## src/rtl/phy_id_pkg.sv

```systemverilog
// Constants and carrier types for the paged identification and vendor
// control registers of the physical layer.
// Assumes a single 100 MHz device clock and 8-bit paged register access.
package phy_id_pkg;

	// Page selector values written into the base page-select field.
	localparam logic [2:0] PAGE_IDENT  = 3'h1;
	localparam logic [2:0] PAGE_VENDOR = 3'h7;

	// Paged register offsets, shared by both pages.
	localparam logic [3:0] OFS_COMPLIANCE      = 4'h8;
	localparam logic [3:0] OFS_ID_RESERVED     = 4'h9;
	localparam logic [3:0] OFS_MAKER_OUI_HIGH  = 4'ha;
	localparam logic [3:0] OFS_MAKER_OUI_MID   = 4'hb;
	localparam logic [3:0] OFS_MAKER_OUI_LOW   = 4'hc;
	localparam logic [3:0] OFS_PART_IDENT_HIGH = 4'hd;
	localparam logic [3:0] OFS_PART_IDENT_MID  = 4'he;
	localparam logic [3:0] OFS_PART_IDENT_LOW  = 4'hf;
	localparam logic [3:0] OFS_SOFT_RESET_CTRL = 4'he;

	// Bit 0 in the register drawings is the most significant data bit.
	localparam int SOFT_HARD_RESET_BIT = 7;

	// Fixed read-only contents and reset values.
	localparam logic [7:0] COMPLIANCE_LEVEL  = 8'h02;
	localparam logic [2:0] POWER_CLASS_RESET = 3'h0;

	// Self-ID power field: big-endian bits 21..23 of a 32-bit quadlet.
	localparam int SELFID_PWR_LSB = 8;

	// Cycles the strap synchroniser needs before its output is valid.
	localparam logic [1:0] STRAP_SETTLE_CYCLES = 2'h2;

	// Power-class encodings.
	localparam logic [2:0] PWR_NONE         = 3'h0;
	localparam logic [2:0] PWR_SELF_15W     = 3'h1;
	localparam logic [2:0] PWR_SELF_30W     = 3'h2;
	localparam logic [2:0] PWR_SELF_45W     = 3'h3;
	localparam logic [2:0] PWR_BUS_3W_LINK  = 3'h4;
	localparam logic [2:0] PWR_RESERVED     = 3'h5;
	localparam logic [2:0] PWR_BUS_3W_PLUS3 = 3'h6;
	localparam logic [2:0] PWR_BUS_3W_PLUS7 = 3'h7;

	// One paged register request from the link-layer controller.
	typedef struct packed {
		logic       valid;
		logic       write;
		logic [3:0] addr;
		logic [7:0] wdata;
	} reg_req_t;

	// The answer to a request, one cycle after it is taken.
	typedef struct packed {
		logic       ack;
		logic [7:0] rdata;
	} reg_rsp_t;

endpackage

```

## src/rtl/phy_id_page_and_power_class.sv

```systemverilog
// Paged identification and vendor control registers, plus the strapped
// power class that is reported in every transmitted self-ID packet.
// Assumes the base register logic supplies the page selector and the
// power-class writes to register 4 on the same clock.
module phy_id_page_and_power_class #(
	parameter logic [23:0] MAKER_OUI  = 24'h123456, // Arbitrary value.
	parameter logic [23:0] PART_IDENT = 24'habcdef  // Arbitrary value.
) (
	input  wire logic                  clk,
	input  wire logic                  rst_n,
	input  wire phy_id_pkg::reg_req_t  reg_req,
	output phy_id_pkg::reg_rsp_t       reg_rsp,
	input  wire logic [2:0]            page_select,
	input  wire logic                  pwr_class_wr,
	input  wire logic [2:0]            pwr_class_wdata,
	input  wire logic                  strap_mode_en,
	input  wire logic                  power_class_strap_a,
	input  wire logic                  power_class_strap_b,
	input  wire logic                  power_class_strap_c,
	input  wire logic [31:0]           selfid_in,
	output logic [31:0]                selfid_out,
	output logic [2:0]                 power_class,
	output logic                       soft_hard_reset
);

	logic [2:0] strap_meta_q;
	logic [2:0] strap_sync_q;
	logic [1:0] settle_q;
	logic       load_pending_q;
	logic [2:0] pwr_q;
	logic       soft_rst_q;
	logic       ack_q;
	logic [7:0] rdata_q;
	logic [7:0] rdata_d;
	logic       upper_hit;
	logic       soft_rst_hit;

	// Upper address half is paged; lower half belongs to the base page.
	assign upper_hit = reg_req.valid && reg_req.addr[3];

	assign soft_rst_hit = upper_hit && reg_req.write &&
		(page_select == phy_id_pkg::PAGE_VENDOR) &&
		(reg_req.addr == phy_id_pkg::OFS_SOFT_RESET_CTRL) &&
		reg_req.wdata[phy_id_pkg::SOFT_HARD_RESET_BIT];

	// Straps are asynchronous pins, so they pass two flip-flops first.
	always_ff @(posedge clk or negedge rst_n) begin
		if (!rst_n) begin
			strap_meta_q <= 3'h0;
			strap_sync_q <= 3'h0;
		end else begin
			strap_meta_q <= {power_class_strap_a, power_class_strap_b,
				power_class_strap_c};
			strap_sync_q <= strap_meta_q;
		end
	end

	// The load waits for the synchroniser to fill, both after the pin
	// reset and after a software reset, so stale strap levels are never
	// taken.
	always_ff @(posedge clk or negedge rst_n) begin
		if (!rst_n) begin
			settle_q       <= 2'h0;
			load_pending_q <= 1'b1;
		end else if (soft_rst_q) begin
			settle_q       <= 2'h0;
			load_pending_q <= 1'b1;
		end else if (pwr_class_wr) begin
			// A software value must never be undone by a late strap load.
			load_pending_q <= 1'b0;
		end else if (load_pending_q) begin
			if (settle_q == phy_id_pkg::STRAP_SETTLE_CYCLES) begin
				load_pending_q <= 1'b0;
			end else begin
				settle_q <= settle_q + 2'h1;
			end
		end
	end

	// A register 4 write overrides the strap default; a software reset
	// returns the field to its reset value before the straps reload.
	always_ff @(posedge clk or negedge rst_n) begin
		if (!rst_n) begin
			pwr_q <= phy_id_pkg::POWER_CLASS_RESET;
		end else if (soft_rst_q) begin
			pwr_q <= phy_id_pkg::POWER_CLASS_RESET;
		end else if (pwr_class_wr) begin
			pwr_q <= pwr_class_wdata;
		end else if (load_pending_q && strap_mode_en &&
			(settle_q == phy_id_pkg::STRAP_SETTLE_CYCLES)) begin
			pwr_q <= strap_sync_q;
		end
	end

	// Encodings are passed through unaltered, reserved 101 included.
	assign power_class = pwr_q;

	always_comb begin
		selfid_out = selfid_in;
		selfid_out[phy_id_pkg::SELFID_PWR_LSB +: 3] = pwr_q;
	end

	// The bit itself is never stored: only a one-cycle pulse is made,
	// so a write cannot leave the device held in reset.
	always_ff @(posedge clk or negedge rst_n) begin
		if (!rst_n) begin
			soft_rst_q <= 1'b0;
		end else begin
			soft_rst_q <= soft_rst_hit && !soft_rst_q;
		end
	end

	assign soft_hard_reset = soft_rst_q;

	// Read data decode.
	always_comb begin
		rdata_d = 8'h00;
		if (upper_hit && !reg_req.write) begin
			unique case (page_select)
				phy_id_pkg::PAGE_IDENT: begin
					unique case (reg_req.addr)
						phy_id_pkg::OFS_COMPLIANCE:
							rdata_d = phy_id_pkg::COMPLIANCE_LEVEL;
						phy_id_pkg::OFS_MAKER_OUI_HIGH:
							rdata_d = MAKER_OUI[23:16];
						phy_id_pkg::OFS_MAKER_OUI_MID:
							rdata_d = MAKER_OUI[15:8];
						phy_id_pkg::OFS_MAKER_OUI_LOW:
							rdata_d = MAKER_OUI[7:0];
						phy_id_pkg::OFS_PART_IDENT_HIGH:
							rdata_d = PART_IDENT[23:16];
						phy_id_pkg::OFS_PART_IDENT_MID:
							rdata_d = PART_IDENT[15:8];
						phy_id_pkg::OFS_PART_IDENT_LOW:
							rdata_d = PART_IDENT[7:0];
						default:
							rdata_d = 8'h00;
					endcase
				end
				// Vendor page: soft reset reads zero, reserved and test
				// bits read zero as well.
				phy_id_pkg::PAGE_VENDOR: rdata_d = 8'h00;
				default:                 rdata_d = 8'h00;
			endcase
		end
	end

	// Every request is answered one cycle later, writes included.
	always_ff @(posedge clk or negedge rst_n) begin
		if (!rst_n) begin
			ack_q   <= 1'b0;
			rdata_q <= 8'h00;
		end else begin
			ack_q   <= reg_req.valid;
			rdata_q <= rdata_d;
		end
	end

	assign reg_rsp.ack   = ack_q;
	assign reg_rsp.rdata = rdata_q;

	a_compliance_read: assert property (@(posedge clk)
		disable iff (!rst_n)
		reg_req.valid && !reg_req.write &&
		page_select == phy_id_pkg::PAGE_IDENT &&
		reg_req.addr == phy_id_pkg::OFS_COMPLIANCE
		|=> reg_rsp.ack && reg_rsp.rdata == 8'h02)
		else $error("compliance level read wrong");

	a_id_rsvd_zero: assert property (@(posedge clk)
		disable iff (!rst_n)
		reg_req.valid && !reg_req.write &&
		page_select == phy_id_pkg::PAGE_IDENT && reg_req.addr == 4'h9
		|=> reg_rsp.rdata == 8'h00)
		else $error("identification reserved byte not zero");

	a_maker_msb_read: assert property (@(posedge clk)
		disable iff (!rst_n)
		reg_req.valid && !reg_req.write &&
		page_select == phy_id_pkg::PAGE_IDENT && reg_req.addr == 4'ha
		|=> reg_rsp.rdata == MAKER_OUI[23:16])
		else $error("maker identifier high byte wrong");

	a_maker_mid_read: assert property (@(posedge clk)
		disable iff (!rst_n)
		reg_req.valid && !reg_req.write &&
		page_select == phy_id_pkg::PAGE_IDENT && reg_req.addr == 4'hb
		|=> reg_rsp.rdata == MAKER_OUI[15:8])
		else $error("maker identifier middle byte wrong");

	a_maker_low_read: assert property (@(posedge clk)
		disable iff (!rst_n)
		reg_req.valid && !reg_req.write &&
		page_select == phy_id_pkg::PAGE_IDENT && reg_req.addr == 4'hc
		|=> reg_rsp.rdata == MAKER_OUI[7:0])
		else $error("maker identifier low byte wrong");

	a_part_high_read: assert property (@(posedge clk)
		disable iff (!rst_n)
		reg_req.valid && !reg_req.write &&
		page_select == phy_id_pkg::PAGE_IDENT && reg_req.addr == 4'hd
		|=> reg_rsp.rdata == PART_IDENT[23:16])
		else $error("part identifier high byte wrong");

	a_part_mid_read: assert property (@(posedge clk)
		disable iff (!rst_n)
		reg_req.valid && !reg_req.write &&
		page_select == phy_id_pkg::PAGE_IDENT && reg_req.addr == 4'he
		|=> reg_rsp.rdata == PART_IDENT[15:8])
		else $error("part identifier middle byte wrong");

	a_part_low_read: assert property (@(posedge clk)
		disable iff (!rst_n)
		reg_req.valid && !reg_req.write &&
		page_select == phy_id_pkg::PAGE_IDENT && reg_req.addr == 4'hf
		|=> reg_rsp.rdata == PART_IDENT[7:0])
		else $error("part identifier low byte wrong");

	a_vendor_reads_zero: assert property (@(posedge clk)
		disable iff (!rst_n)
		reg_req.valid && !reg_req.write &&
		page_select == phy_id_pkg::PAGE_VENDOR
		|=> reg_rsp.rdata == 8'h00)
		else $error("vendor page read not zero");

	a_other_page_zero: assert property (@(posedge clk)
		disable iff (!rst_n)
		reg_req.valid && !reg_req.write &&
		(!reg_req.addr[3] || (page_select != phy_id_pkg::PAGE_IDENT))
		|=> reg_rsp.rdata == 8'h00)
		else $error("unmapped read not zero");

	a_write_reads_zero: assert property (@(posedge clk)
		disable iff (!rst_n)
		reg_req.valid && reg_req.write |=> reg_rsp.rdata == 8'h00)
		else $error("write answered with data");

	a_ack_follows: assert property (@(posedge clk)
		disable iff (!rst_n)
		reg_req.valid |=> reg_rsp.ack)
		else $error("request not acknowledged");

	a_ack_drops: assert property (@(posedge clk)
		disable iff (!rst_n)
		!reg_req.valid |=> !reg_rsp.ack)
		else $error("acknowledge without request");

	a_soft_rst_pulse: assert property (@(posedge clk)
		disable iff (!rst_n)
		soft_rst_hit && !soft_hard_reset
		|=> soft_hard_reset ##1 !soft_hard_reset)
		else $error("soft reset pulse not single");

	a_soft_rst_bit: assert property (@(posedge clk)
		disable iff (!rst_n)
		reg_req.valid && reg_req.write &&
		page_select == phy_id_pkg::PAGE_VENDOR &&
		reg_req.addr == 4'he && !reg_req.wdata[7]
		|=> !soft_hard_reset)
		else $error("soft reset without its bit");

	a_soft_rst_cause: assert property (@(posedge clk)
		disable iff (!rst_n)
		soft_hard_reset |-> $past(soft_rst_hit))
		else $error("soft reset without write");

	a_soft_rst_reload: assert property (@(posedge clk)
		disable iff (!rst_n)
		soft_hard_reset |=> power_class == 3'h0 && load_pending_q)
		else $error("soft reset did not restore power class");

	a_reg4_override: assert property (@(posedge clk)
		disable iff (!rst_n)
		pwr_class_wr && !soft_hard_reset
		|=> power_class == $past(pwr_class_wdata))
		else $error("power class write not taken");

	a_wr_cancels_load: assert property (@(posedge clk)
		disable iff (!rst_n)
		pwr_class_wr && !soft_hard_reset |=> !load_pending_q)
		else $error("strap load still pending after write");

	a_strap_load: assert property (@(posedge clk)
		disable iff (!rst_n)
		load_pending_q && strap_mode_en && !pwr_class_wr && !soft_rst_q &&
		settle_q == 2'h2 |=> power_class == $past(strap_sync_q))
		else $error("strap default not loaded");

	a_strap_off_hold: assert property (@(posedge clk)
		disable iff (!rst_n)
		!strap_mode_en && !pwr_class_wr && !soft_hard_reset
		|=> $stable(power_class))
		else $error("power class moved without a cause");

	a_settle_bound: assert property (@(posedge clk)
		disable iff (!rst_n)
		settle_q <= phy_id_pkg::STRAP_SETTLE_CYCLES)
		else $error("strap settle counter overran");

	a_selfid_field: assert property (@(posedge clk)
		disable iff (!rst_n)
		selfid_out[10:8] == power_class &&
		selfid_out[31:11] == selfid_in[31:11] &&
		selfid_out[7:0] == selfid_in[7:0])
		else $error("self-ID power field wrong");

endmodule // phy_id_page_and_power_class

```

## config.mk

```make
export PLATFORM = sky130hd
export DESIGN_NAME = phy_id_page_and_power_class
export DESIGN_NICKNAME = d
export VERILOG_FILES = /design/src/rtl/phy_id_pkg.sv /design/src/rtl/phy_id_page_and_power_class.sv
export SDC_FILE = /design/constraint.sdc
export NUM_CORES = 1
export LEC_CHECK = 0
export BUFFER_PORTS_ARGS = -buffer_cell sky130_fd_sc_hd__buf_2
export CORE_MARGIN = 2
export CORE_UTILIZATION = 38
export DETAILED_ROUTE_END_ITERATION = 6
export GPL_ROUTABILITY_DRIVEN = 0
export GPL_TIMING_DRIVEN = 0
export PLACE_DENSITY = 0.82
export SYNTH_ARGS = -nofsm -noshare
export SYNTH_HDL_FRONTEND = slang
export SYNTH_SLANG_ARGS = --single-unit
```

## constraint.sdc

```tcl
create_clock -name clk -period 3.32 [get_ports clk]
set_clock_uncertainty 0.15 [all_clocks]
set_input_delay 0.498 -clock clk [delete_from_list [all_inputs] [get_ports clk]]
set_output_delay 0.498 -clock clk [all_outputs]
set_load 0.005 [all_outputs]
```

==> results.cfg <==
[sta]
maxSlewViolCount = 0
grt_setup_unrepaired = false
fmax_mhz = 608
slew-limit-headroom_pct = 70.6
hold_slack_ps = 160
final_hold_viol_count = 0
tightest_slew_ps = 441
setup_viol = 0
period_share_pct = 49.5
period_minus_slack_ps = 1640
final.setup.tns_ps = 0

[yosys]
synth_compound_area_share_pct = 5.21
ys_types = 24
synth-seq-area-share_pct = 47.5
synth_fa_ha_area_share_pct = 1.18
synthMuxAreaShare_pct = 4.73
yosysWarnings = 0
syn-cell-area_um2 = 1060
synthXorXnorAreaFrac_pct = 0.828
syn-num-nets = 156
yosysTopAreaCell = dfrtp_1
synth_area_leaders = dfrtp_1 (45%), buf_4 (25%), mux2i_1 (4.7%), dfstp_2 (2.5%), nor4b_4 (2.2%)
netlist_instances = 96
ys_ff_latch = 20
synth_top_family_by_area = buffers and inverters
syn_avg_cell_area_um2 = 11.0
yosysTopAreaCellShare_pct = 45.0
synth-simple-area-share_pct = 14.2

[cells_and_area]
register_area_um2 = 502
syn2layout_area_growth_pct = 37.9
nets = 225
fin_cells = 195
drive_above_1_share_pct = 66.5
diodes = 0
final_core_util_pct = 53.8
multi_input_area_um2 = 277
fill_cells = 247

[floorplan]
die-area_um2 = 3220
coreArea_um2 = 2710
die_x_um = 56.7
die_h_um = 56.7
initial_core_util_pct = 39.0
fp-row-count = 19
ios = 104

[setup_path]
end_kind = primary output
startpoint_type = flop
critical_path_class = reg -> out
cp_num_buf_inv = 1
cpLargestDelayFamily = flip-flops
crit_path_cell_trace = buf_2
critical-path-slowest-cell = dfrtp_1
arrival_ps = 1000
cp.required_ps = 2670
slowest_delay_ps = 530
cp_max_fo = 9

[power]
leakagePower_nw = 0.828
power_density_nw_per_um2 = 336
vdd_drop_max_v = 0.000246

[global_routing]
grt_pass1_wl_um = 3150
grt_util_met2_pct = 24.1
grt_overflow = 0
grt_max_degree = 21
grt_util_met3_pct = 3.46
grt_pass1_vias = 818
grt_antenna_before_repair = 0
grt_usage_pct = 12.5
grtUsageMet1_pct = 12.9
grt_busiest_layer = met2

[flow_run]
cap_violations = 0

[route]
drcViolationCount = 0
dr.pass1.iters = 3
viasPerCell = 4.51
first_iter_violations = 6
via_count = 879
wl_um = 2040
final_antenna_net_count = 0
wl_per_cell_um = 10.5

[cts]
h-tree-depth = 1
cts_tree = built
clockRootBuffer = clkbuf_4
path_clk_slew_ps = 100
cts_resized = 0
cts.sinks = 20
cts_buffers = 3
clk_latency_ps = 290
cts.path.max_buffers = 2

[outcome]
status = finished clean

[placed_design]
post-place-cells = 190
io_buffers = 63
dp_hpwl_um = 1770

[min_path]
hold_path_class = in -> reg
-- registers in the layout, summed over array words and instances (netlist names) --
signal / flops
rdata_q: 6
power_class: 3
strap_meta_q: 3
strap_sync_q: 3
settle_q: 2
ack_q: 1
load_pending_q: 1
soft_hard_reset: 1
-- cell usage after synthesis --
library cell	n
mux2i_1	5
dfstp_2	1
a211oi_1	1
nand4_1	1
nand2_1	5
nor3_1	2
buf_4	35
inv_1	3
a21oi_1	1
nor2_1	6
dfrtp_1	19
xnor2_1	1
a311oi_2	1
ha_1	1
buf_2	1
nor2b_1	3
nand4b_1	1
o21ai_0	1
o31ai_1	3
nor4_1	1
nor4b_4	1
nor3b_4	1
or2_2	1
nand3_2	1
-- layout by cell type (no fill, tap or decap), drive strengths merged, types with 2 or more instances in the layout --
cell and n:
mux2i 5, clkbuf 4, o31ai 3, inv 3, nor3 2, dfrtp 19, nand2 5, nor2b 3
nor2 6, buf 99
-- path summary, 6_finish.rpt --
path	from	end	slack, ps	cells after the start
hold reg to reg	strap_meta_q[2]	strap_sync_q[2]	210	0
min in group asynchronous	rst_n	power_class[2]	520	2
setup reg to reg	settle_q[0]	power_class[0]	1730	5
setup / recovery	soft_hard_reset	soft_hard_reset	1680	1
max in group asynchronous	rst_n	load_pending_q	2180	2
hold / removal	power_class_strap_b	strap_meta_q[1]	160	1
-- repair_timing --
item | CTS | global route
buffers inserted | 0 | 0
hold buffers | 1 | 0
hold endpoints to repair | 19 | 0
-- power by group --
part / switching (mW) / internal (mW)
registers: 0.00477 / 0.253
logic: 0.0376 / 0.0612
clock network: 0.0662 / 0.0668
total: 0.109 / 0.381
-- logic make-up after synthesis --
kind of cell	after synthesis
buffers and inverters	39
AND/OR/NAND/NOR	23
flip-flops	20
AO/OA/AOI/OAI	7
multiplexers	5
XOR/XNOR	1
adder cells (fa/ha/maj)	1
-- metrics by stage --
step,worst slack (ps),area (um^2),total power [mW]
after floorplan,1900,1060,0.314
after global placement,1820,1410,0.359
after detailed placement,1760,1410,0.362
after CTS,1670,1460,0.499
after global routing,1600,1460,0.521
final,1680,1460,0.489
-- cell type report --
cell class,instances,share of cell area [%]
flip-flops and latches,20,34.4
repair buffers,64,22.3
multi-input cells,37,19.0
plain buffers,36,18.4
well taps,31,2.66
clock buffers,4,2.49
inverters,3,0.773
-- layer usage --
metal	wire (um)	share of wire [%]	vias to the layer above
met4	14	0.69	0
met2	1010	50	73
li1	-	-	417
met5	0	0	-
met3	290	14	2
met1	721	35	387
(Power assumes the default switching activity.)
